File: config.mk
export PLATFORM = sky130hd
export DESIGN_NAME = axis_status_outputs
export DESIGN_NICKNAME = d
export VERILOG_FILES = /design/src/axis_status_pkg.sv /design/src/axis_status_outputs.sv /design/src/output_pin_map.sv /design/src/zero_speed_detect.sv
export SDC_FILE = /design/constraint.sdc
export NUM_CORES = 1
export LEC_CHECK = 0
export ABC_AREA = 1
export BUFFER_PORTS_ARGS = -buffer_cell sky130_fd_sc_hd__buf_2
export CAP_MARGIN = 25
export CORE_MARGIN = 4
export CORE_UTILIZATION = 50
export DETAILED_ROUTE_END_ITERATION = 8
export PLACE_DENSITY_LB_ADDON = 0.15
export SLEW_MARGIN = 25
export SYNTH_ARGS = -nofsm -noshare
export SYNTH_HDL_FRONTEND = slang
export SYNTH_SLANG_ARGS = --single-unit
File: constraint.sdc
create_clock -name sys_clk -period 2.6 [get_ports sys_clk]
set_input_delay 0.26 -clock sys_clk [delete_from_list [all_inputs] [get_ports sys_clk]]
set_output_delay 0.26 -clock sys_clk [all_outputs]
set_load 0.03 [all_outputs]
File: src/axis_status_pkg.sv
// shared constants and carriers for the per-axis status flag outputs
package axis_status_pkg;

  localparam int SPEED_W = 16;
  localparam int FLAG_CNT = 5;
  localparam int SEL_W = 3;
  localparam int PIN_CNT = 2;

  // zero-speed levels in r/min
  localparam logic [SPEED_W-1:0] ZERO_SPEED_DEFAULT = 16'h0032;
  localparam logic [SPEED_W-1:0] ZERO_SPEED_HYST = 16'h0014;

  // power-on settle time
  localparam real SETTLE_TIME_S = 1.5;
  localparam real CLK_PERIOD_NS = 4.0;
  localparam int SETTLE_CYCLES = int'(SETTLE_TIME_S * 1.0e9 / CLK_PERIOD_NS);

  // warning codes, tens, ones and tenths digits, one hex nibble each
  localparam logic [11:0] WARN_BATT_CABLE = 12'h921;
  localparam logic [11:0] WARN_BATT_LOW = 12'h9F1;
  localparam logic [11:0] WARN_NONE = 12'h000;

  // flag selector codes used by the output assignment parameters
  localparam logic [SEL_W-1:0] SEL_NONE = 3'h0;
  localparam logic [SEL_W-1:0] SEL_ZERO_SPEED = 3'h1;
  localparam logic [SEL_W-1:0] SEL_WARNING = 3'h2;
  localparam logic [SEL_W-1:0] SEL_BATTERY = 3'h3;
  localparam logic [SEL_W-1:0] SEL_VAR_GAIN = 3'h4;
  localparam logic [SEL_W-1:0] SEL_ABS_LOST = 3'h5;

  // axis selector bit within an assignment code
  localparam int AXIS_BIT = SEL_W;

  typedef enum logic [2:0] {
    MODE_POSITION = 3'h1,
    MODE_SPEED = 3'h2,
    MODE_TORQUE = 3'h4
  } ctrl_mode_t;

  typedef struct packed {
    logic signed [SPEED_W-1:0] speed;
    logic [11:0] warnCode;
    logic warnActive;
    logic varGain;
    logic absLost;
    ctrl_mode_t mode;
  } axis_in_t;

  typedef struct packed {
    logic zeroSpeed;
    logic warning;
    logic battery;
    logic varGain;
    logic absLost;
  } axis_flags_t;

  typedef struct packed {
    logic axisB;
    logic [SEL_W-1:0] sel;
  } out_assign_t;

endpackage : axis_status_pkg

File: src/axis_status_outputs.sv
// per-axis status flags for a two-axis servo amplifier and their pin mapping

// Functional notes
// [RULE1] zero-speed on at or below threshold
// [RULE2] threshold comes from a setting input
// [RULE3] stays on until threshold plus 20 r/min
// [RULE4] same levels in both rotation directions
// [RULE5] warning flag follows active warning
// [RULE6] warning flag settled off within 1.5 s
// [RULE7] battery flag on codes 92.1 or 9F.1
// [RULE8] battery flag settled off within 1.5 s
// [RULE9] variable-gain flag mirrors variable gain state
// [RULE10] abs-lost flag when position is lost
// [RULE11] no abs-lost flag in speed/torque modes
// [RULE12] flags reach pins only when assigned
// [RULE13] separate flag logic per axis
module axis_status_outputs #(
  parameter int SPEED_W = axis_status_pkg::SPEED_W,
  parameter int SETTLE_CYCLES = axis_status_pkg::SETTLE_CYCLES
) (
  input wire logic sys_clk,
  input wire logic rst,
  input wire axis_status_pkg::axis_in_t axisAIn,
  input wire axis_status_pkg::axis_in_t axisBIn,
  input wire logic [SPEED_W-1:0] zero_speed_threshold_param,
  input wire axis_status_pkg::out_assign_t output_assign_param_1,
  input wire axis_status_pkg::out_assign_t output_assign_param_2,
  output logic axis_a_zero_speed_flag,
  output logic axis_b_zero_speed_flag,
  output logic axis_a_warning_flag,
  output logic axis_b_warning_flag,
  output logic axis_a_battery_warning_flag,
  output logic axis_b_battery_warning_flag,
  output logic axis_a_variable_gain_active,
  output logic axis_b_variable_gain_active,
  output logic axis_a_abs_position_lost,
  output logic axis_b_abs_position_lost,
  output logic settled,
  output logic [axis_status_pkg::PIN_CNT-1:0] outPin
);

  // refuse a speed width other than the carrier width, and a settle count below one
  if (SPEED_W != axis_status_pkg::SPEED_W) begin : g_bad_speed_w
    $error("SPEED_W must equal the carrier speed width");
  end
  if (SETTLE_CYCLES < 1) begin : g_bad_settle
    $error("SETTLE_CYCLES must be positive");
  end

  localparam int CNT_W = $clog2(SETTLE_CYCLES + 1);

  logic [CNT_W-1:0] settleCnt_r;
  logic settled_r;
  logic zeroSpeedA;
  logic zeroSpeedB;
  logic [SPEED_W-1:0] threshold;
  axis_status_pkg::axis_flags_t flagsA_r;
  axis_status_pkg::axis_flags_t flagsB_r;
  axis_status_pkg::axis_flags_t flagsA_nxt;
  axis_status_pkg::axis_flags_t flagsB_nxt;

  // a zero setting falls back to the default level
  assign threshold = (zero_speed_threshold_param == '0) ?
    SPEED_W'(axis_status_pkg::ZERO_SPEED_DEFAULT) : zero_speed_threshold_param; // RULE2

  // power-on settle timer; warning flags held off until it expires
  always_ff @(posedge sys_clk) begin
    if (rst) begin
      settleCnt_r <= '0;
      settled_r <= 1'b0;
    end else if (!settled_r) begin
      if (settleCnt_r == CNT_W'(SETTLE_CYCLES - 1)) begin
        settled_r <= 1'b1; // RULE6 RULE8
      end
      settleCnt_r <= settleCnt_r + 1'b1;
    end
  end

  // one comparator per axis, each on its own speed
  zero_speed_detect #(.SPEED_W(SPEED_W)) u_zeroA (
    .sys_clk(sys_clk),
    .rst(rst),
    .speed(axisAIn.speed),
    .threshold(threshold),
    .zeroSpeed_r(zeroSpeedA)
  ); // RULE13
  zero_speed_detect #(.SPEED_W(SPEED_W)) u_zeroB (
    .sys_clk(sys_clk),
    .rst(rst),
    .speed(axisBIn.speed),
    .threshold(threshold),
    .zeroSpeed_r(zeroSpeedB)
  ); // RULE13

  function automatic axis_status_pkg::axis_flags_t evalFlags(
    input axis_status_pkg::axis_in_t ai,
    input logic zeroIn,
    input logic ready
  );
    axis_status_pkg::axis_flags_t f;
    logic batt;
    batt = (ai.warnCode == axis_status_pkg::WARN_BATT_CABLE) ||
      (ai.warnCode == axis_status_pkg::WARN_BATT_LOW); // RULE7
    f.zeroSpeed = zeroIn; // RULE1
    f.warning = ready && ai.warnActive; // RULE5
    f.battery = ready && ai.warnActive && batt; // RULE7
    f.varGain = ai.varGain; // RULE9
    f.absLost = ai.absLost && (ai.mode == axis_status_pkg::MODE_POSITION); // RULE10 RULE11
    return f;
  endfunction : evalFlags

  // per-axis flag evaluation from that axis's inputs only
  always_comb begin
    flagsA_nxt = evalFlags(axisAIn, zeroSpeedA, settled_r); // RULE13
    flagsB_nxt = evalFlags(axisBIn, zeroSpeedB, settled_r); // RULE13
  end

  // registered flag state
  always_ff @(posedge sys_clk) begin
    if (rst) begin
      flagsA_r <= '0;
      flagsB_r <= '0;
    end else begin
      flagsA_r <= flagsA_nxt;
      flagsB_r <= flagsB_nxt;
    end
  end

  assign axis_a_zero_speed_flag = flagsA_r.zeroSpeed;
  assign axis_b_zero_speed_flag = flagsB_r.zeroSpeed;
  assign axis_a_warning_flag = flagsA_r.warning;
  assign axis_b_warning_flag = flagsB_r.warning;
  assign axis_a_battery_warning_flag = flagsA_r.battery;
  assign axis_b_battery_warning_flag = flagsB_r.battery;
  assign axis_a_variable_gain_active = flagsA_r.varGain;
  assign axis_b_variable_gain_active = flagsB_r.varGain;
  assign axis_a_abs_position_lost = flagsA_r.absLost;
  assign axis_b_abs_position_lost = flagsB_r.absLost;
  assign settled = settled_r;

  // output assignment settings route flags to the pins
  output_pin_map u_pin0 (
    .sys_clk(sys_clk),
    .rst(rst),
    .assign_cfg(output_assign_param_1),
    .flagsA(flagsA_r),
    .flagsB(flagsB_r),
    .pinDrive_r(outPin[0])
  ); // RULE12
  output_pin_map u_pin1 (
    .sys_clk(sys_clk),
    .rst(rst),
    .assign_cfg(output_assign_param_2),
    .flagsA(flagsA_r),
    .flagsB(flagsB_r),
    .pinDrive_r(outPin[1])
  ); // RULE12

  a_warn_follow: assert property (@(posedge sys_clk) disable iff (rst)
    (settled_r && axisAIn.warnActive) |=> axis_a_warning_flag)
    else $error("warning flag not set"); // RULE5
  a_warn_quiet_settle: assert property (@(posedge sys_clk) disable iff (rst)
    !settled_r |=> !axis_a_warning_flag && !axis_b_warning_flag)
    else $error("warning flag before settle"); // RULE6
  a_settle_bound: assert property (@(posedge sys_clk) disable iff (rst)
    settled_r |-> settleCnt_r == CNT_W'(SETTLE_CYCLES))
    else $error("settle time wrong"); // RULE8
  a_batt_codes: assert property (@(posedge sys_clk) disable iff (rst)
    (settled_r && axisBIn.warnActive && axisBIn.warnCode == axis_status_pkg::WARN_BATT_LOW)
    |=> axis_b_battery_warning_flag) else $error("battery flag missed"); // RULE7
  a_varg_mirror: assert property (@(posedge sys_clk) disable iff (rst)
    ##1 axis_a_variable_gain_active == $past(axisAIn.varGain))
    else $error("variable gain mismatch"); // RULE9
  a_abs_mode_block: assert property (@(posedge sys_clk) disable iff (rst)
    (axisAIn.mode != axis_status_pkg::MODE_POSITION) |=> !axis_a_abs_position_lost)
    else $error("abs flag in speed or torque mode"); // RULE11
  a_abs_set: assert property (@(posedge sys_clk) disable iff (rst)
    (axisBIn.absLost && axisBIn.mode == axis_status_pkg::MODE_POSITION)
    |=> axis_b_abs_position_lost) else $error("abs flag missed"); // RULE10
  a_pin_route_a: assert property (@(posedge sys_clk) disable iff (rst)
    (output_assign_param_1.sel == axis_status_pkg::SEL_WARNING &&
     !output_assign_param_1.axisB) |=> outPin[0] == $past(axis_a_warning_flag))
    else $error("pin route wrong"); // RULE12

  // further guards, most axis checks mirrored on the other axis so a cross-wired axis is caught; warning clear and other-code battery checks cover axis A only
  a_batt_quiet_settle: assert property (@(posedge sys_clk) disable iff (rst)
    !settled_r |=> !axis_a_battery_warning_flag && !axis_b_battery_warning_flag)
    else $error("battery flag before settle"); // RULE8
  a_settle_early: assert property (@(posedge sys_clk) disable iff (rst)
    !settled_r |-> settleCnt_r < CNT_W'(SETTLE_CYCLES))
    else $error("settle counter overran"); // RULE6
  a_warn_follow_b: assert property (@(posedge sys_clk) disable iff (rst)
    (settled_r && axisBIn.warnActive) |=> axis_b_warning_flag)
    else $error("warning flag B not set"); // RULE5
  a_warn_clear: assert property (@(posedge sys_clk) disable iff (rst)
    !axisAIn.warnActive |=> !axis_a_warning_flag)
    else $error("warning flag without warning"); // RULE5
  a_batt_code_a: assert property (@(posedge sys_clk) disable iff (rst)
    (settled_r && axisAIn.warnActive && axisAIn.warnCode == axis_status_pkg::WARN_BATT_CABLE)
    |=> axis_a_battery_warning_flag) else $error("cable battery flag missed"); // RULE7
  a_batt_other_code: assert property (@(posedge sys_clk) disable iff (rst)
    (axisAIn.warnCode != axis_status_pkg::WARN_BATT_CABLE &&
     axisAIn.warnCode != axis_status_pkg::WARN_BATT_LOW) |=> !axis_a_battery_warning_flag)
    else $error("battery flag on other code"); // RULE7
  a_varg_mirror_b: assert property (@(posedge sys_clk) disable iff (rst)
    ##1 axis_b_variable_gain_active == $past(axisBIn.varGain))
    else $error("variable gain B mismatch"); // RULE9
  a_abs_set_a: assert property (@(posedge sys_clk) disable iff (rst)
    (axisAIn.absLost && axisAIn.mode == axis_status_pkg::MODE_POSITION)
    |=> axis_a_abs_position_lost) else $error("abs flag A missed"); // RULE10
  a_abs_mode_b: assert property (@(posedge sys_clk) disable iff (rst)
    (axisBIn.mode != axis_status_pkg::MODE_POSITION) |=> !axis_b_abs_position_lost)
    else $error("abs flag B in speed or torque mode"); // RULE11
  a_zero_flag_a: assert property (@(posedge sys_clk) disable iff (rst)
    ##1 axis_a_zero_speed_flag == $past(zeroSpeedA))
    else $error("zero speed flag A mismatch"); // RULE1
  a_zero_flag_b: assert property (@(posedge sys_clk) disable iff (rst)
    ##1 axis_b_zero_speed_flag == $past(zeroSpeedB))
    else $error("zero speed flag B mismatch"); // RULE13
  a_pin_route_b: assert property (@(posedge sys_clk) disable iff (rst)
    (output_assign_param_2.sel == axis_status_pkg::SEL_BATTERY &&
     output_assign_param_2.axisB) |=> outPin[1] == $past(axis_b_battery_warning_flag))
    else $error("pin 2 route wrong"); // RULE12

endmodule : axis_status_outputs

File: src/output_pin_map.sv
// maps one selected axis flag onto one output pin
module output_pin_map (
  input wire logic sys_clk,
  input wire logic rst,
  input wire axis_status_pkg::out_assign_t assign_cfg,
  input wire axis_status_pkg::axis_flags_t flagsA,
  input wire axis_status_pkg::axis_flags_t flagsB,
  output logic pinDrive_r
);

  axis_status_pkg::axis_flags_t f;
  logic pinDrive_nxt;

  // pick the axis, then the flag; unassigned stays off
  always_comb begin
    f = assign_cfg.axisB ? flagsB : flagsA;
    pinDrive_nxt = 1'b0;
    unique case (assign_cfg.sel)
      axis_status_pkg::SEL_ZERO_SPEED: pinDrive_nxt = f.zeroSpeed;
      axis_status_pkg::SEL_WARNING: pinDrive_nxt = f.warning;
      axis_status_pkg::SEL_BATTERY: pinDrive_nxt = f.battery;
      axis_status_pkg::SEL_VAR_GAIN: pinDrive_nxt = f.varGain;
      axis_status_pkg::SEL_ABS_LOST: pinDrive_nxt = f.absLost;
      default: pinDrive_nxt = 1'b0; // RULE12
    endcase
  end

  // registered pin drive
  always_ff @(posedge sys_clk) begin
    if (rst) begin
      pinDrive_r <= 1'b0;
    end else begin
      pinDrive_r <= pinDrive_nxt; // RULE12
    end
  end

  a_pin_unassigned: assert property (@(posedge sys_clk) disable iff (rst)
    (assign_cfg.sel == axis_status_pkg::SEL_NONE) |=> !pinDrive_r)
    else $error("unassigned pin driven"); // RULE12

endmodule : output_pin_map

File: src/zero_speed_detect.sv
// zero-speed comparator with hysteresis for one axis
module zero_speed_detect #(
  parameter int SPEED_W = 16
) (
  input wire logic sys_clk,
  input wire logic rst,
  input wire logic signed [SPEED_W-1:0] speed,
  input wire logic [SPEED_W-1:0] threshold,
  output logic zeroSpeed_r
);

  logic [SPEED_W-1:0] speedMag;
  logic [SPEED_W:0] offLevel;

  // magnitude makes both directions behave alike
  assign speedMag = speed[SPEED_W-1] ? SPEED_W'(-speed) : SPEED_W'(speed); // RULE4
  assign offLevel = {1'b0, threshold} + {1'b0, SPEED_W'(axis_status_pkg::ZERO_SPEED_HYST)}; // RULE3

  // set at or below the on level, clear only at the off level
  always_ff @(posedge sys_clk) begin
    if (rst) begin
      zeroSpeed_r <= 1'b0;
    end else if (!zeroSpeed_r && speedMag <= threshold) begin
      zeroSpeed_r <= 1'b1; // RULE1
    end else if (zeroSpeed_r && {1'b0, speedMag} >= offLevel) begin
      zeroSpeed_r <= 1'b0; // RULE3
    end
  end

  // guards on the on level, the hysteresis band and the off level
  a_zero_on_level: assert property (@(posedge sys_clk) disable iff (rst)
    (speedMag <= threshold) |=> zeroSpeed_r) else $error("zero speed not set"); // RULE1
  a_zero_hold_band: assert property (@(posedge sys_clk) disable iff (rst)
    (zeroSpeed_r && {1'b0, speedMag} < offLevel) |=> zeroSpeed_r)
    else $error("zero speed dropped inside band"); // RULE3
  a_zero_off_level: assert property (@(posedge sys_clk) disable iff (rst)
    ({1'b0, speedMag} >= offLevel) |=> !zeroSpeed_r) else $error("zero speed not cleared"); // RULE4

endmodule : zero_speed_detect
==> results of run 1 <==
-- sequential cells by signal, indices dropped and copies added, names as in the netlist --
name	flops
axis_a_warning_flag	1
u_pin0.pinDrive_r	1
axis_b_zero_speed_flag	1
axis_a_variable_gain_active	1
u_zeroA.zeroSpeed_r	1
u_pin1.pinDrive_r	1
axis_a_battery_warning_flag	1
settled	1
axis_a_zero_speed_flag	1
axis_a_abs_position_lost	1
settleCnt_r	29
axis_b_abs_position_lost	1
axis_b_warning_flag	1
axis_b_variable_gain_active	1
axis_b_battery_warning_flag	1
u_zeroB.zeroSpeed_r	1
-- cells in the mapped netlist, types with 8 or more instances --
| library cell | n |
|---|---|
| xor2_1 | 34 |
| nand4_1 | 25 |
| xnor2_1 | 8 |
| inv_1 | 127 |
| nor2_1 | 97 |
| nand3_1 | 47 |
| o21ai_0 | 36 |
| ha_1 | 59 |
| nor3_1 | 21 |
| dfxtp_1 | 44 |
| a21oi_1 | 38 |
| nor4_1 | 12 |
| nand2_1 | 149 |
-- cell type report --
class | instances | area share
clock buffer | 5 | 0.01091
clock inverter | 3 | 0.006747
inverter | 128 | 0.07700
multi-input combinational | 566 | 0.5565
sequential | 44 | 0.1397
tap | 111 | 0.02203
timing repair buffer | 187 | 0.1871
-- layer usage --
| metal | track usage | routed length (µm) |
|---|---|---|
| met2 | 0.4198 | 6575 |
| met3 | 0.02162 | 807 |
| met5 | 0 | 0 |
| met1 | 0.3193 | 6324 |
| met4 | 0.04030 | 163 |
-- how the worst max path moves through the flow --
stage / slack, ns / depth (start not counted) / end
floorplan: -0.05 / 21 / u_zeroB.zeroSpeed_r
global placement: -0.30 / 22 / u_zeroB.zeroSpeed_r
detailed placement: -0.40 / 22 / u_zeroB.zeroSpeed_r
CTS: -0.07 / 22 / u_zeroB.zeroSpeed_r
global route: -0.20 / 22 / u_zeroB.zeroSpeed_r
finish: 0.05 / 20 / u_zeroB.zeroSpeed_r
-- logic make-up after synthesis --
logic type,count (synthesis)
simple gates,368
flops,44
fa+ha+maj,59
xor+xnor,42
buf+inv,137
compound gates,97
-- critical path, delay by kind of cell --
| kind | cells | cell delay [ns] |
|---|---|---|
| adder cells (fa/ha/maj) | 1 | 0.36 |
| AND/OR/NAND/NOR | 13 | 1.41 |
| buffers and inverters | 3 | 0.38 |
| AO/OA/AOI/OAI | 2 | 0.11 |
| XOR/XNOR | 1 | 0.17 |
-- power by group --
group / leakage (nW) / internal [mW] / switching [mW] / total (mW)
clock: 0.0541 / 0.284 / 0.243 / 0.527
combinational: 2.78 / 0.373 / 0.465 / 0.838
sequential: 0.357 / 0.689 / 0.0108 / 0.699
-- per-stage QoR --
step | setup TNS (ns) | util
2_1_floorplan | -0.04777 | -
6_report | 0 | 0.6856
4_1_cts | -0.07016 | 0.6698
5_1_grt | -0.3840 | 0.6856
3_3_place_gp | -0.5692 | 0.6404
3_5_place_dp | -0.7442 | 0.6404
-- what timing repair did --
| action | CTS | global route |
|---|---|---|
| endpoints found under the setup margin | 2 | 2 |
| resized for setup | 24 | 29 |
| hold buffers | 0 | 0 |
| setup buffers | 5 | 3 |
| pin swaps | 24 | 30 |
==> implementation parameters, run 1 <==
Parameter                              Value

Run status
  Outcome ... finished, final reports clean

Routing
  Vias ... 5480
  Violation count after the first detailed-route iteration ... 291
  DRC violation count after routing ... 0
  DR pass1 iterations ... 5
  Via count normalized by instance count ... 5.249
  DRT Wirelength ... 13.87 mm
  DRT antenna net count ... 0
  Avg WL per Cell ... 13.29 µm

Yosys
  Dominant combinational cell family by area after synthesis ... simple AND/OR/NAND/NOR gates
  Number of unique standard cell types used by synthesis ... 39
  Adder and majority gate portion of the synthesized area ... 0.1575
  Dominant register cell in the synthesized netlist ... dfxtp_1
  Summed instance area of the synthesized netlist ... 4688 µm²
  Sequential cell area fraction in the yosys report ... 0.1879
  Mean instance size in the synthesized netlist ... 6.276 µm²
  Register bit count reported by yosys ... 44
  Compound-cell area share of the yosys netlist ... 0.1148
  Multiplexer area fraction after synthesis ... 0
  Area share of the leading cell type in the synthesized netlist ... 0.1879
  Xor/xnor cell area share of the yosys netlist ... 0.07846
  Gate count after technology mapping ... 747
  Number of flops mapped to enable cells by yosys ... 0
  Most area-hungry cell type in the Yosys netlist ... dfxtp_1
  Post-synth net total ... 900
  Ys async rst share ... 0
  Area fraction in and, or, nand and nor cells after synthesis ... 0.3501
  Main area contributors after synthesis ... dfxtp_1, ha_1, nand2_1
  Warnings, synthesis ... 0

Floorplan
  Die Span Y ... 104.8 µm
  Area of the die ... 10990 µm²
  Total number of placement rows ... 35
  Horizontal die dimension ... 104.8 µm
  Total I/O pin count ... 107
  Floorplan core area ... 9196 µm²
  Starting utilization of the core area ... 0.5098

Critical path
  Most frequent cell on the critical path ... nand2_1
  FF-to-FF Start ... settled
  CP endpoint kind ... flip-flop
  Cells on worst reg2reg path ... 11
  Reg2Reg Capture Point ... settleCnt_r[27]
  Delay of the slowest cell on the worst path ... 0.36 ns
  Worst Path Class, Setup ... primary input to flip-flop
  Crit path cell chain ... buf_2 -> nor2_2 -> nand2_1 -> nor2_1 -> nand2_1 -> buf_4 -> buf_4 -> o21ai_2 -> nand3_2 -> nand2_2 -> nand2_1 -> xor2_1 -> ha_1 -> nand2_4 -> nor4_2 -> nand4_1 -> nor3b_2 -> nor2_1 -> nand2_1 -> a21oi_1
  CP required ... 2.77 ns
  Critical path peak fanout ... 3
  Critical path's slowest cell ... ha_1
  Launching element type of the critical path ... primary input
  Worst Path Arrival ... 2.72 ns
  Beginning of the critical path ... zero_speed_threshold_param[6]
  Minimum setup slack among reg-to-reg paths ... 0.25 ns

Cells and area
  Highest-count cells in the layout ignoring fill and taps ... nand2_1, inv_1, buf_2, nor2_1, buf_4
  # diodes ... 0
  Final #Nets ... 1085
  Area Overhead vs Synth ... 34.48%
  Layout cell share with drive strength beyond 1 ... 0.2637
  Area occupied by registers ... 880.8 µm²
  Footprint of the multi-input gates ... 3508 µm²
  Total non-filler cell area in the finished layout ... 6305 µm²
  Number of fill cells in the layout ... 812
  Post-route non-filler standard cell count ... 1044
  Most common cell after layout, fill and taps aside ... nand2_1

Timing
  Number of slew-limit violations in the final report ... 0
  Final count of hold timing violations ... 0
  Highest Clock Rate ... 391.6 MHz
  Relative max-transition margin ... 0.6430
  Total of endpoints with negative setup slack in the final report ... 0
  Unrepaired setup endpoints after global routing ... true
  Slew at the pin with the worst max-slew slack ... 0.5355 ns
  Smallest setup slack after layout ... 0.04618 ns
  Final clock period utilization by the worst path ... 0.9822
  Worst Clk Skew ... 0.01055 ns
  Period minus WS final ... 2.554 ns
  Final hold slack ... 0.1172 ns

Placement
  Placed Area ... 5889 µm²
  Worst slack, placed ... -0.4024 ns
  GPL Wtd Cong ... 0.9194
  Buffers added on ports ... 106
  Placed wire-length estimate ... 11.47 mm
  Total placed cells including tap cells ... 1030

Global route
  Largest net degree at the start of global routing ... 29
  Sum of overflow across all layers after global routing ... 0
  Antenna violations before repair ... 0
  Global-route wire length before repair ... 22.26 mm
  Global-route usage over all layers ... 0.2381
  Via count of the first global-routing pass ... 5106

Worst hold path
  Hold Startpoint ... axisBIn[2]
  Worst Hold Path EP ... axis_b_abs_position_lost
  Worst hold path class ... primary input to flip-flop
  Hold Path Cell Cnt ... 2

Clocking
  CTS root buffer ... clkbuf_8
  Maximum buffer depth of the clock tree ... 2
  Clock tree from TritonCTS ... yes
  Clock slew seen by the registers of the worst setup and hold paths ... 0.08 ns
  CTS buffer count ... 5
  Clock sink count ... 44
  Worst-skew pair later-pin latency ... 0.30 ns
  Number of levels the H-tree was split into ... 2

Pwr
  Worst-case vdd ir drop ... 0.2775 mV
  Overall power after layout ... 2.065 mW
  Pwr dens ... 327.5 nW/µm²
  Leakage power total ... 3.186 nW

Run
  Number of max-capacitance violations reported ... 0
No activity file was read; power rests on OpenSTA's default activity.
==> run 2: changes to the inputs <==
Settings changed: RECOVER_POWER set to 50.
==> run 2 against run 1 <==
Wire length rose by 0.21%. Maximum frequency fell by 0.81%. Register-to-register slack barely moved. Core utilization fell by 0.19 points. Sequential share of layout area barely moved. Die area did not move.
==> implementation parameters, run 2 (synthesis gave the netlist of run 1 again) <==
Parameter                              Value

Run status
  Outcome ... finished, final reports clean (unchanged)

Floorplan
  Floorplan core area ... 9196 µm² (unchanged)
  Starting utilization of the core area ... 0.5098 (unchanged)
  Total I/O pin count ... 107 (unchanged)
  Total number of placement rows ... 35 (unchanged)
  Horizontal die dimension ... 104.8 µm (unchanged)
  Die Span Y ... 104.8 µm (unchanged)
  Area of the die ... 10990 µm² (unchanged)

Global route
  Global-route wire length before repair ... 22.26 mm (unchanged)
  Antenna violations before repair ... 0 (unchanged)
  Sum of overflow across all layers after global routing ... 0 (unchanged)
  Via count of the first global-routing pass ... 5106 (unchanged)
  Largest net degree at the start of global routing ... 29 (unchanged)
  Global-route usage over all layers ... 0.2381 (unchanged)

Critical path
  CP required ... 2.77 ns (about the same)
  Critical path peak fanout ... 3 (unchanged)
  Launching element type of the critical path ... primary input (unchanged)
  Worst Path Class, Setup ... primary input to flip-flop (unchanged)
  Worst Path Arrival ... 2.74 ns (was 2.72 ns)
  Minimum setup slack among reg-to-reg paths ... 0.25 ns (about the same)
  CP endpoint kind ... flip-flop (unchanged)
  Reg2Reg Capture Point ... settleCnt_r[27] (unchanged)
  FF-to-FF Start ... settled (unchanged)
  Cells on worst reg2reg path ... 11 (unchanged)

Routing
  Violation count after the first detailed-route iteration ... 279 (was 291)
  DRT antenna net count ... 0 (unchanged)
  Via count normalized by instance count ... 5.245 (was 5.249)
  DR pass1 iterations ... 5 (unchanged)
  Vias ... 5476 (was 5480)
  DRC violation count after routing ... 0 (unchanged)
  DRT Wirelength ... 13.90 mm (was 13.87 mm)
  Avg WL per Cell ... 13.31 µm (was 13.29 µm)

Cells and area
  Number of fill cells in the layout ... 823 (was 812)
  Most common cell after layout, fill and taps aside ... nand2_1 (unchanged)
  # diodes ... 0 (unchanged)
  Area Overhead vs Synth ... 34.11% (was 34.48%)
  Max FFs per register ... 29 (unchanged)
  Core Util, Final ... 0.6837 (was 0.6856)
  Register containing the most flip-flops in the final layout ... settleCnt_r (unchanged)
  Layout cell share with drive strength beyond 1 ... 0.2497 (was 0.2637)
  Post-route non-filler standard cell count ... 1044 (unchanged)
  Final #Nets ... 1085 (unchanged)
  Footprint of the multi-input gates ... 3506 µm² (was 3508 µm²)
  Highest-count cells in the layout ignoring fill and taps ... nand2_1, inv_1, nor2_1, buf_2, buf_4 (was nand2_1, inv_1, buf_2, nor2_1, buf_4)
  Area occupied by registers ... 880.8 µm² (unchanged)

Worst hold path
  Hold Path Cell Cnt ... 2 (unchanged)
  Worst hold path class ... primary input to flip-flop (unchanged)
  Hold Startpoint ... axisBIn[2] (unchanged)
  Worst Hold Path EP ... axis_b_abs_position_lost (unchanged)

Run
  Number of max-capacitance violations reported ... 0 (unchanged)

Timing
  Slew at the pin with the worst max-slew slack ... 0.5317 ns (was 0.5355 ns)
  Total of endpoints with negative setup slack in the final report ... 0 (unchanged)
  Final clock period utilization by the worst path ... 0.9903 (was 0.9822)
  Unrepaired setup endpoints after global routing ... true (unchanged)
  Highest Clock Rate ... 388.4 MHz (was 391.6 MHz)
  Period minus WS final ... 2.575 ns (was 2.554 ns)
  Worst Clk Skew ... 0.01064 ns (was 0.01055 ns)
  Final count of hold timing violations ... 0 (unchanged)
  Final hold slack ... 0.1171 ns (was 0.1172 ns)
  Number of slew-limit violations in the final report ... 0 (unchanged)
  Relative max-transition margin ... 0.6455 (was 0.6430)

Pwr
  Worst-case vdd ir drop ... 0.2775 mV (about the same)
  Leakage power total ... 3.137 nW (was 3.186 nW)
  Pwr dens ... 328.2 nW/µm² (was 327.5 nW/µm²)

Clocking
  Clock sink count ... 44 (unchanged)
  CTS buffer count ... 5 (unchanged)
  Clock tree from TritonCTS ... yes (unchanged)
  Maximum buffer depth of the clock tree ... 2 (unchanged)
  Number of levels the H-tree was split into ... 2 (unchanged)
  Clock slew seen by the registers of the worst setup and hold paths ... 0.08 ns (about the same)
  Worst-skew pair later-pin latency ... 0.30 ns (about the same)
  CTS root buffer ... clkbuf_8 (unchanged)

Placement
  Total placed cells including tap cells ... 1030 (unchanged)
  GPL Wtd Cong ... 0.9194 (unchanged)
  Buffers added on ports ... 106 (unchanged)
  Placed wire-length estimate ... 11.47 mm (unchanged)
-- run 2: timing repair --
action / CTS / global route
pin swaps: 24 / 30
hold buffers: 0 / 0
setup buffers: 5 / 3
resized for setup: 24 / 29
setup endpoints to repair: 2 / 2
-- run 2: metal layers --
layer	vias up	GRT usage	wire length, µm
met5	-	0	0
met3	21	0.02162	789
li1	2818	-	-
met1	2469	0.3193	6361
met4	0	0.04030	169
met2	168	0.4198	6579
-- run 2: how the worst max path moves through the flow --
| stage | start | to | slack (ns) | cells after the start |
|---|---|---|---|---|
| CTS | zero_speed_threshold_param[3] | u_zeroB.zeroSpeed_r | -0.07 | 22 |
| detailed placement | zero_speed_threshold_param[2] | u_zeroB.zeroSpeed_r | -0.40 | 22 |
| floorplan | zero_speed_threshold_param[2] | u_zeroB.zeroSpeed_r | -0.05 | 21 |
| global placement | zero_speed_threshold_param[2] | u_zeroB.zeroSpeed_r | -0.30 | 22 |
| finish | zero_speed_threshold_param[6] | u_zeroB.zeroSpeed_r | 0.03 | 20 |
| global route | zero_speed_threshold_param[2] | u_zeroB.zeroSpeed_r | -0.20 | 22 |
-- run 2: report_power, final --
part / switching, mW / internal [mW] / total, mW / leakage (nW)
Combinational: 0.465 / 0.371 / 0.837 / 2.73
Sequential: 0.0109 / 0.689 / 0.700 / 0.357
Clock: 0.243 / 0.284 / 0.527 / 0.0541
Total: 0.719 / 1.34 / 2.06 / 3.14
-- run 2: metrics by stage --
step                      instance area, µm²  setup WS [ns]  setup TNS (ns)  total power [mW]
final                                   6287        0.02521               0             2.063
after global routing                    6287        -0.1975         -0.3840             2.208
after CTS                               6160       -0.07016        -0.07016             2.026
after detailed placement                5889        -0.4024         -0.7442             1.486
after global placement                  5889        -0.3024         -0.5692             1.458
after floorplan                         4698       -0.04777        -0.04777             1.167
-- run 2: layout make-up --
class / instances / share of cell area
timing repair buffer: 187 / 0.1853
sequential: 44 / 0.1401
inverter: 128 / 0.07721
tap: 111 / 0.02209
multi-input combinational: 566 / 0.5576
clock inverter: 3 / 0.006766
clock buffer: 5 / 0.01095
-- run 2: critical path: stages --
cell and delay [ns]:
buf_2 0.11, nor2_2 0.14, nand2_1 0.08, nor2_1 0.09
nand2_1 0.10, buf_4 0.15, buf_4 0.13, o21ai_2 0.06
nand3_2 0.12, nand2_2 0.10, nand2_1 0.06, xor2_1 0.17
ha_1 0.36, nand2_4 0.06, nor4_2 0.23, nand4_1 0.16
nor3b_2 0.18, nor2_1 0.05, nand2_1 0.06, a21oi_1 0.05
==> run 3: changes to the inputs <==
Settings changed: CORE_UTILIZATION 50 to 60.
Clock period 2.6 ns to 3 ns, I/O delays scaled along.
==> run 3 against run 2 <==
Sequential power shrank 13%. Worst hold slack gained 0.039 ns. Sequential share of layout area rose by 1.8 points. Clock power decreased by 25%. Design area shrank 11%.
==> implementation parameters, run 3 (synthesis gave the netlist of run 1 again) <==
Parameter                              Value

Run status
  Outcome ... finished, final reports clean (unchanged)

Critical path
  Buffers & Inverters on Critical Path ... 3 (unchanged)
  Critical path peak fanout ... 4 (was 3)
  Critical path's slowest cell ... ha_1 (unchanged)
  Cells on worst reg2reg path ... 14 (was 11)
  CP endpoint kind ... flip-flop (unchanged)
  Worst Path Class, Setup ... primary input to flip-flop (unchanged)
  FF-to-FF Start ... settleCnt_r[1] (was settled)
  Launching element type of the critical path ... primary input (unchanged)
  Crit path cell chain ... buf_2 -> inv_1 -> ha_1 -> nand2_1 -> nor2_1 -> nand2_2 -> nand3_2 -> nand4_1 -> nor2_1 -> nand2_1 -> nor3_2 -> nand3_1 -> xor2_1 -> inv_1 -> ha_1 -> nand4_1 -> nor4_2 -> nand4_1 -> nor3b_2 -> nor2_1 -> nand2_1 -> a21oi_1 (was buf_2 -> nor2_2 -> nand2_1 -> nor2_1 -> nand2_1 -> buf_4 -> buf_4 -> o21ai_2 -> nand3_2 -> nand2_2 -> nand2_1 -> xor2_1 -> ha_1 -> nand2_4 -> nor4_2 -> nand4_1 -> nor3b_2 -> nor2_1 -> nand2_1 -> a21oi_1)
  Stages on worst setup path ... 22 (was 20)
  Largest delay share family, worst path ... simple AND/OR/NAND/NOR gates (unchanged)
  Beginning of the critical path ... zero_speed_threshold_param[2] (was zero_speed_threshold_param[6])
  Endpoint of the most critical setup path ... u_zeroB.zeroSpeed_r (unchanged)
  Worst Path Arrival ... 2.91 ns (was 2.74 ns)
  Reg2Reg Capture Point ... settleCnt_r[28] (was settleCnt_r[27])
  Minimum setup slack among reg-to-reg paths ... 0.69 ns (was 0.25 ns)
  CP required ... 3.16 ns (was 2.77 ns)
  Delay of the slowest cell on the worst path ... 0.30 ns (was 0.36 ns)

Pwr
  Switching Power ... 575.5 µW (was 719.0 µW)
  Seq pwr share ... 0.372 (was 0.339)
  Leakage power total ... 2.828 nW (was 3.137 nW)
  Clock power share ... 0.243 (was 0.255)
  Overall power after layout ... 1.630 mW (was 2.063 mW)
  Pwr dens ... 291.9 nW/µm² (was 328.2 nW/µm²)
  Net Sw Frac ... 0.3531 (was 0.3484)
  Internal power summed over all cells ... 1.054 mW (was 1.344 mW)
  Worst-case vdd ir drop ... 0.2541 mV (was 0.2775 mV)
  Comb power frac ... 0.386 (was 0.406)

Floorplan
  Starting utilization of the core area ... 0.6328 (was 0.5098)
  Horizontal die dimension ... 96.40 µm (was 104.8 µm)
  Total I/O pin count ... 107 (unchanged)
  Total number of placement rows ... 31 (was 35)
  Die Span Y ... 96.40 µm (was 104.8 µm)
  Floorplan core area ... 7408 µm² (was 9196 µm²)
  Area of the die ... 9292 µm² (was 10990 µm²)

Cells and area
  Most common cell after layout, fill and taps aside ... nand2_1 (unchanged)
  Highest-count cells in the layout ignoring fill and taps ... nand2_1, inv_1, nor2_1, buf_2, ha_1 (was nand2_1, inv_1, nor2_1, buf_2, buf_4)
  Layout cell share with drive strength beyond 1 ... 0.1625 (was 0.2497)
  Max FFs per register ... 29 (unchanged)
  Register containing the most flip-flops in the final layout ... settleCnt_r (unchanged)
  # diodes ... 0 (unchanged)
  Final #Nets ... 1027 (was 1085)
  Area Overhead vs Synth ... 19.08% (was 34.11%)
  Total non-filler cell area in the finished layout ... 5583 µm² (was 6287 µm²)
  Post-route non-filler standard cell count ... 973 (was 1044)
  Number of fill cells in the layout ... 628 (was 823)
  Core Util, Final ... 0.7536 (was 0.6837)

Global route
  Via count of the first global-routing pass ... 4816 (was 5106)
  Antenna violations before repair ... 0 (unchanged)
  Sum of overflow across all layers after global routing ... 0 (unchanged)
  Global-route wire length before repair ... 20.44 mm (was 22.26 mm)
  Largest net degree at the start of global routing ... 29 (unchanged)
  Global-route usage over all layers ... 0.2735 (was 0.2381)

Routing
  Vias ... 5303 (was 5476)
  Avg WL per Cell ... 13.43 µm (was 13.31 µm)
  DRT Wirelength ... 13.07 mm (was 13.90 mm)
  DRC violation count after routing ... 0 (unchanged)
  Violation count after the first detailed-route iteration ... 308 (was 279)
  Via count normalized by instance count ... 5.450 (was 5.245)
  DR pass1 iterations ... 5 (unchanged)
  DRT antenna net count ... 0 (unchanged)

Clocking
  Setup repair bufs after CTS ... 0 (was 5)
  CTS buffer count ... 5 (unchanged)
  Clock tree from TritonCTS ... yes (unchanged)
  Number of gates resized after cts ... 0 (was 24)
  Clock sink count ... 44 (unchanged)
  Clock slew seen by the registers of the worst setup and hold paths ... 0.08 ns (about the same)
  Maximum buffer depth of the clock tree ... 2 (unchanged)
  Worst-skew pair later-pin latency ... 0.30 ns (about the same)
  Hold-fix buffers at CTS ... 0 (unchanged)
  Number of levels the H-tree was split into ... 2 (unchanged)
  CTS root buffer ... clkbuf_8 (unchanged)

Placement
  Placed Area ... 5474 µm² (was 5889 µm²)
  Placed wire-length estimate ... 11.07 mm (was 11.47 mm)
  Worst slack, placed ... -0.1335 ns (was -0.4024 ns)
  GPL Wtd Cong ... 0.9439 (was 0.9194)
  Buffers added on ports ... 106 (unchanged)
  Total placed cells including tap cells ... 966 (was 1030)

Timing
  Worst Clk Skew ... 0.005377 ns (was 0.01064 ns)
  Highest Clock Rate ... 364.2 MHz
  Number of slew-limit violations in the final report ... 0 (unchanged)
  Final-layout setup total negative slack ... 0 ns (unchanged)
  Smallest setup slack after layout ... 0.2541 ns (was 0.02521 ns)
  Total of endpoints with negative setup slack in the final report ... 0 (unchanged)
  Period minus WS final ... 2.746 ns
  Relative max-transition margin ... 0.6453 (was 0.6455)
  Final clock period utilization by the worst path ... 0.9153
  Final hold slack ... 0.1557 ns (was 0.1171 ns)
  Final count of hold timing violations ... 0 (unchanged)
  Slew at the pin with the worst max-slew slack ... 0.5320 ns (was 0.5317 ns)

Run
  Number of max-capacitance violations reported ... 0 (unchanged)

Worst hold path
  Worst hold path class ... primary input to flip-flop (unchanged)
run 3: cell types whose count changed in the layout (fill, tap and decap cells not counted), sizes merged:
cell / change
clkinv: -1
clkbuf: +2
buf: -58
clkinvlp: -1
bufinv: -1
run 3: how the worst min path moves through the flow:
| stage | start | to | slack (ns) | cells after the start |
|---|---|---|---|---|
| finish | axisAIn[1] | axis_a_abs_position_lost | 0.16 | 2 |
| CTS | axisAIn[1] | axis_a_abs_position_lost | 0.15 | 2 |
| detailed placement | settleCnt_r[9] | settleCnt_r[9] | 0.46 | 2 |
| global route | axisAIn[1] | axis_a_abs_position_lost | 0.16 | 2 |
| global placement | u_zeroA.zeroSpeed_r | axis_a_zero_speed_flag | 0.44 | 2 |
| floorplan | axisAIn[1] | axis_a_abs_position_lost | 0.38 | 1 |
run 3: power by group through the flow:
stage | clock network (mW) | logic, mW | registers (mW)
after floorplan | 0 | 0.385 | 0.626
after global placement | 0 | 0.583 | 0.618
after detailed placement | 0 | 0.613 | 0.619
after CTS | 0.399 | 0.616 | 0.605
after global routing | 0.421 | 0.709 | 0.607
final | 0.395 | 0.629 | 0.606
run 3: metal layers:
| metal | up-vias | global-route usage | routed length [µm] |
|---|---|---|---|
| met5 | - | 0 | 0 |
| met4 | 0 | 0.08528 | 331 |
| met3 | 30 | 0.02634 | 863 |
| met2 | 200 | 0.4802 | 6081 |
| met1 | 2369 | 0.3526 | 5795 |
| li1 | 2704 | - | - |
run 3: final cells by class:
cell class | instances | area (µm²) | share of cell area
well taps | 99 | 123.9 | 0.02219
flip-flops and latches | 44 | 880.8 | 0.1578
repair buffers | 129 | 688.2 | 0.1233
inverters | 128 | 480.5 | 0.08606
clock buffers | 7 | 96.34 | 0.01726
multi-input cells | 566 | 3313 | 0.5935
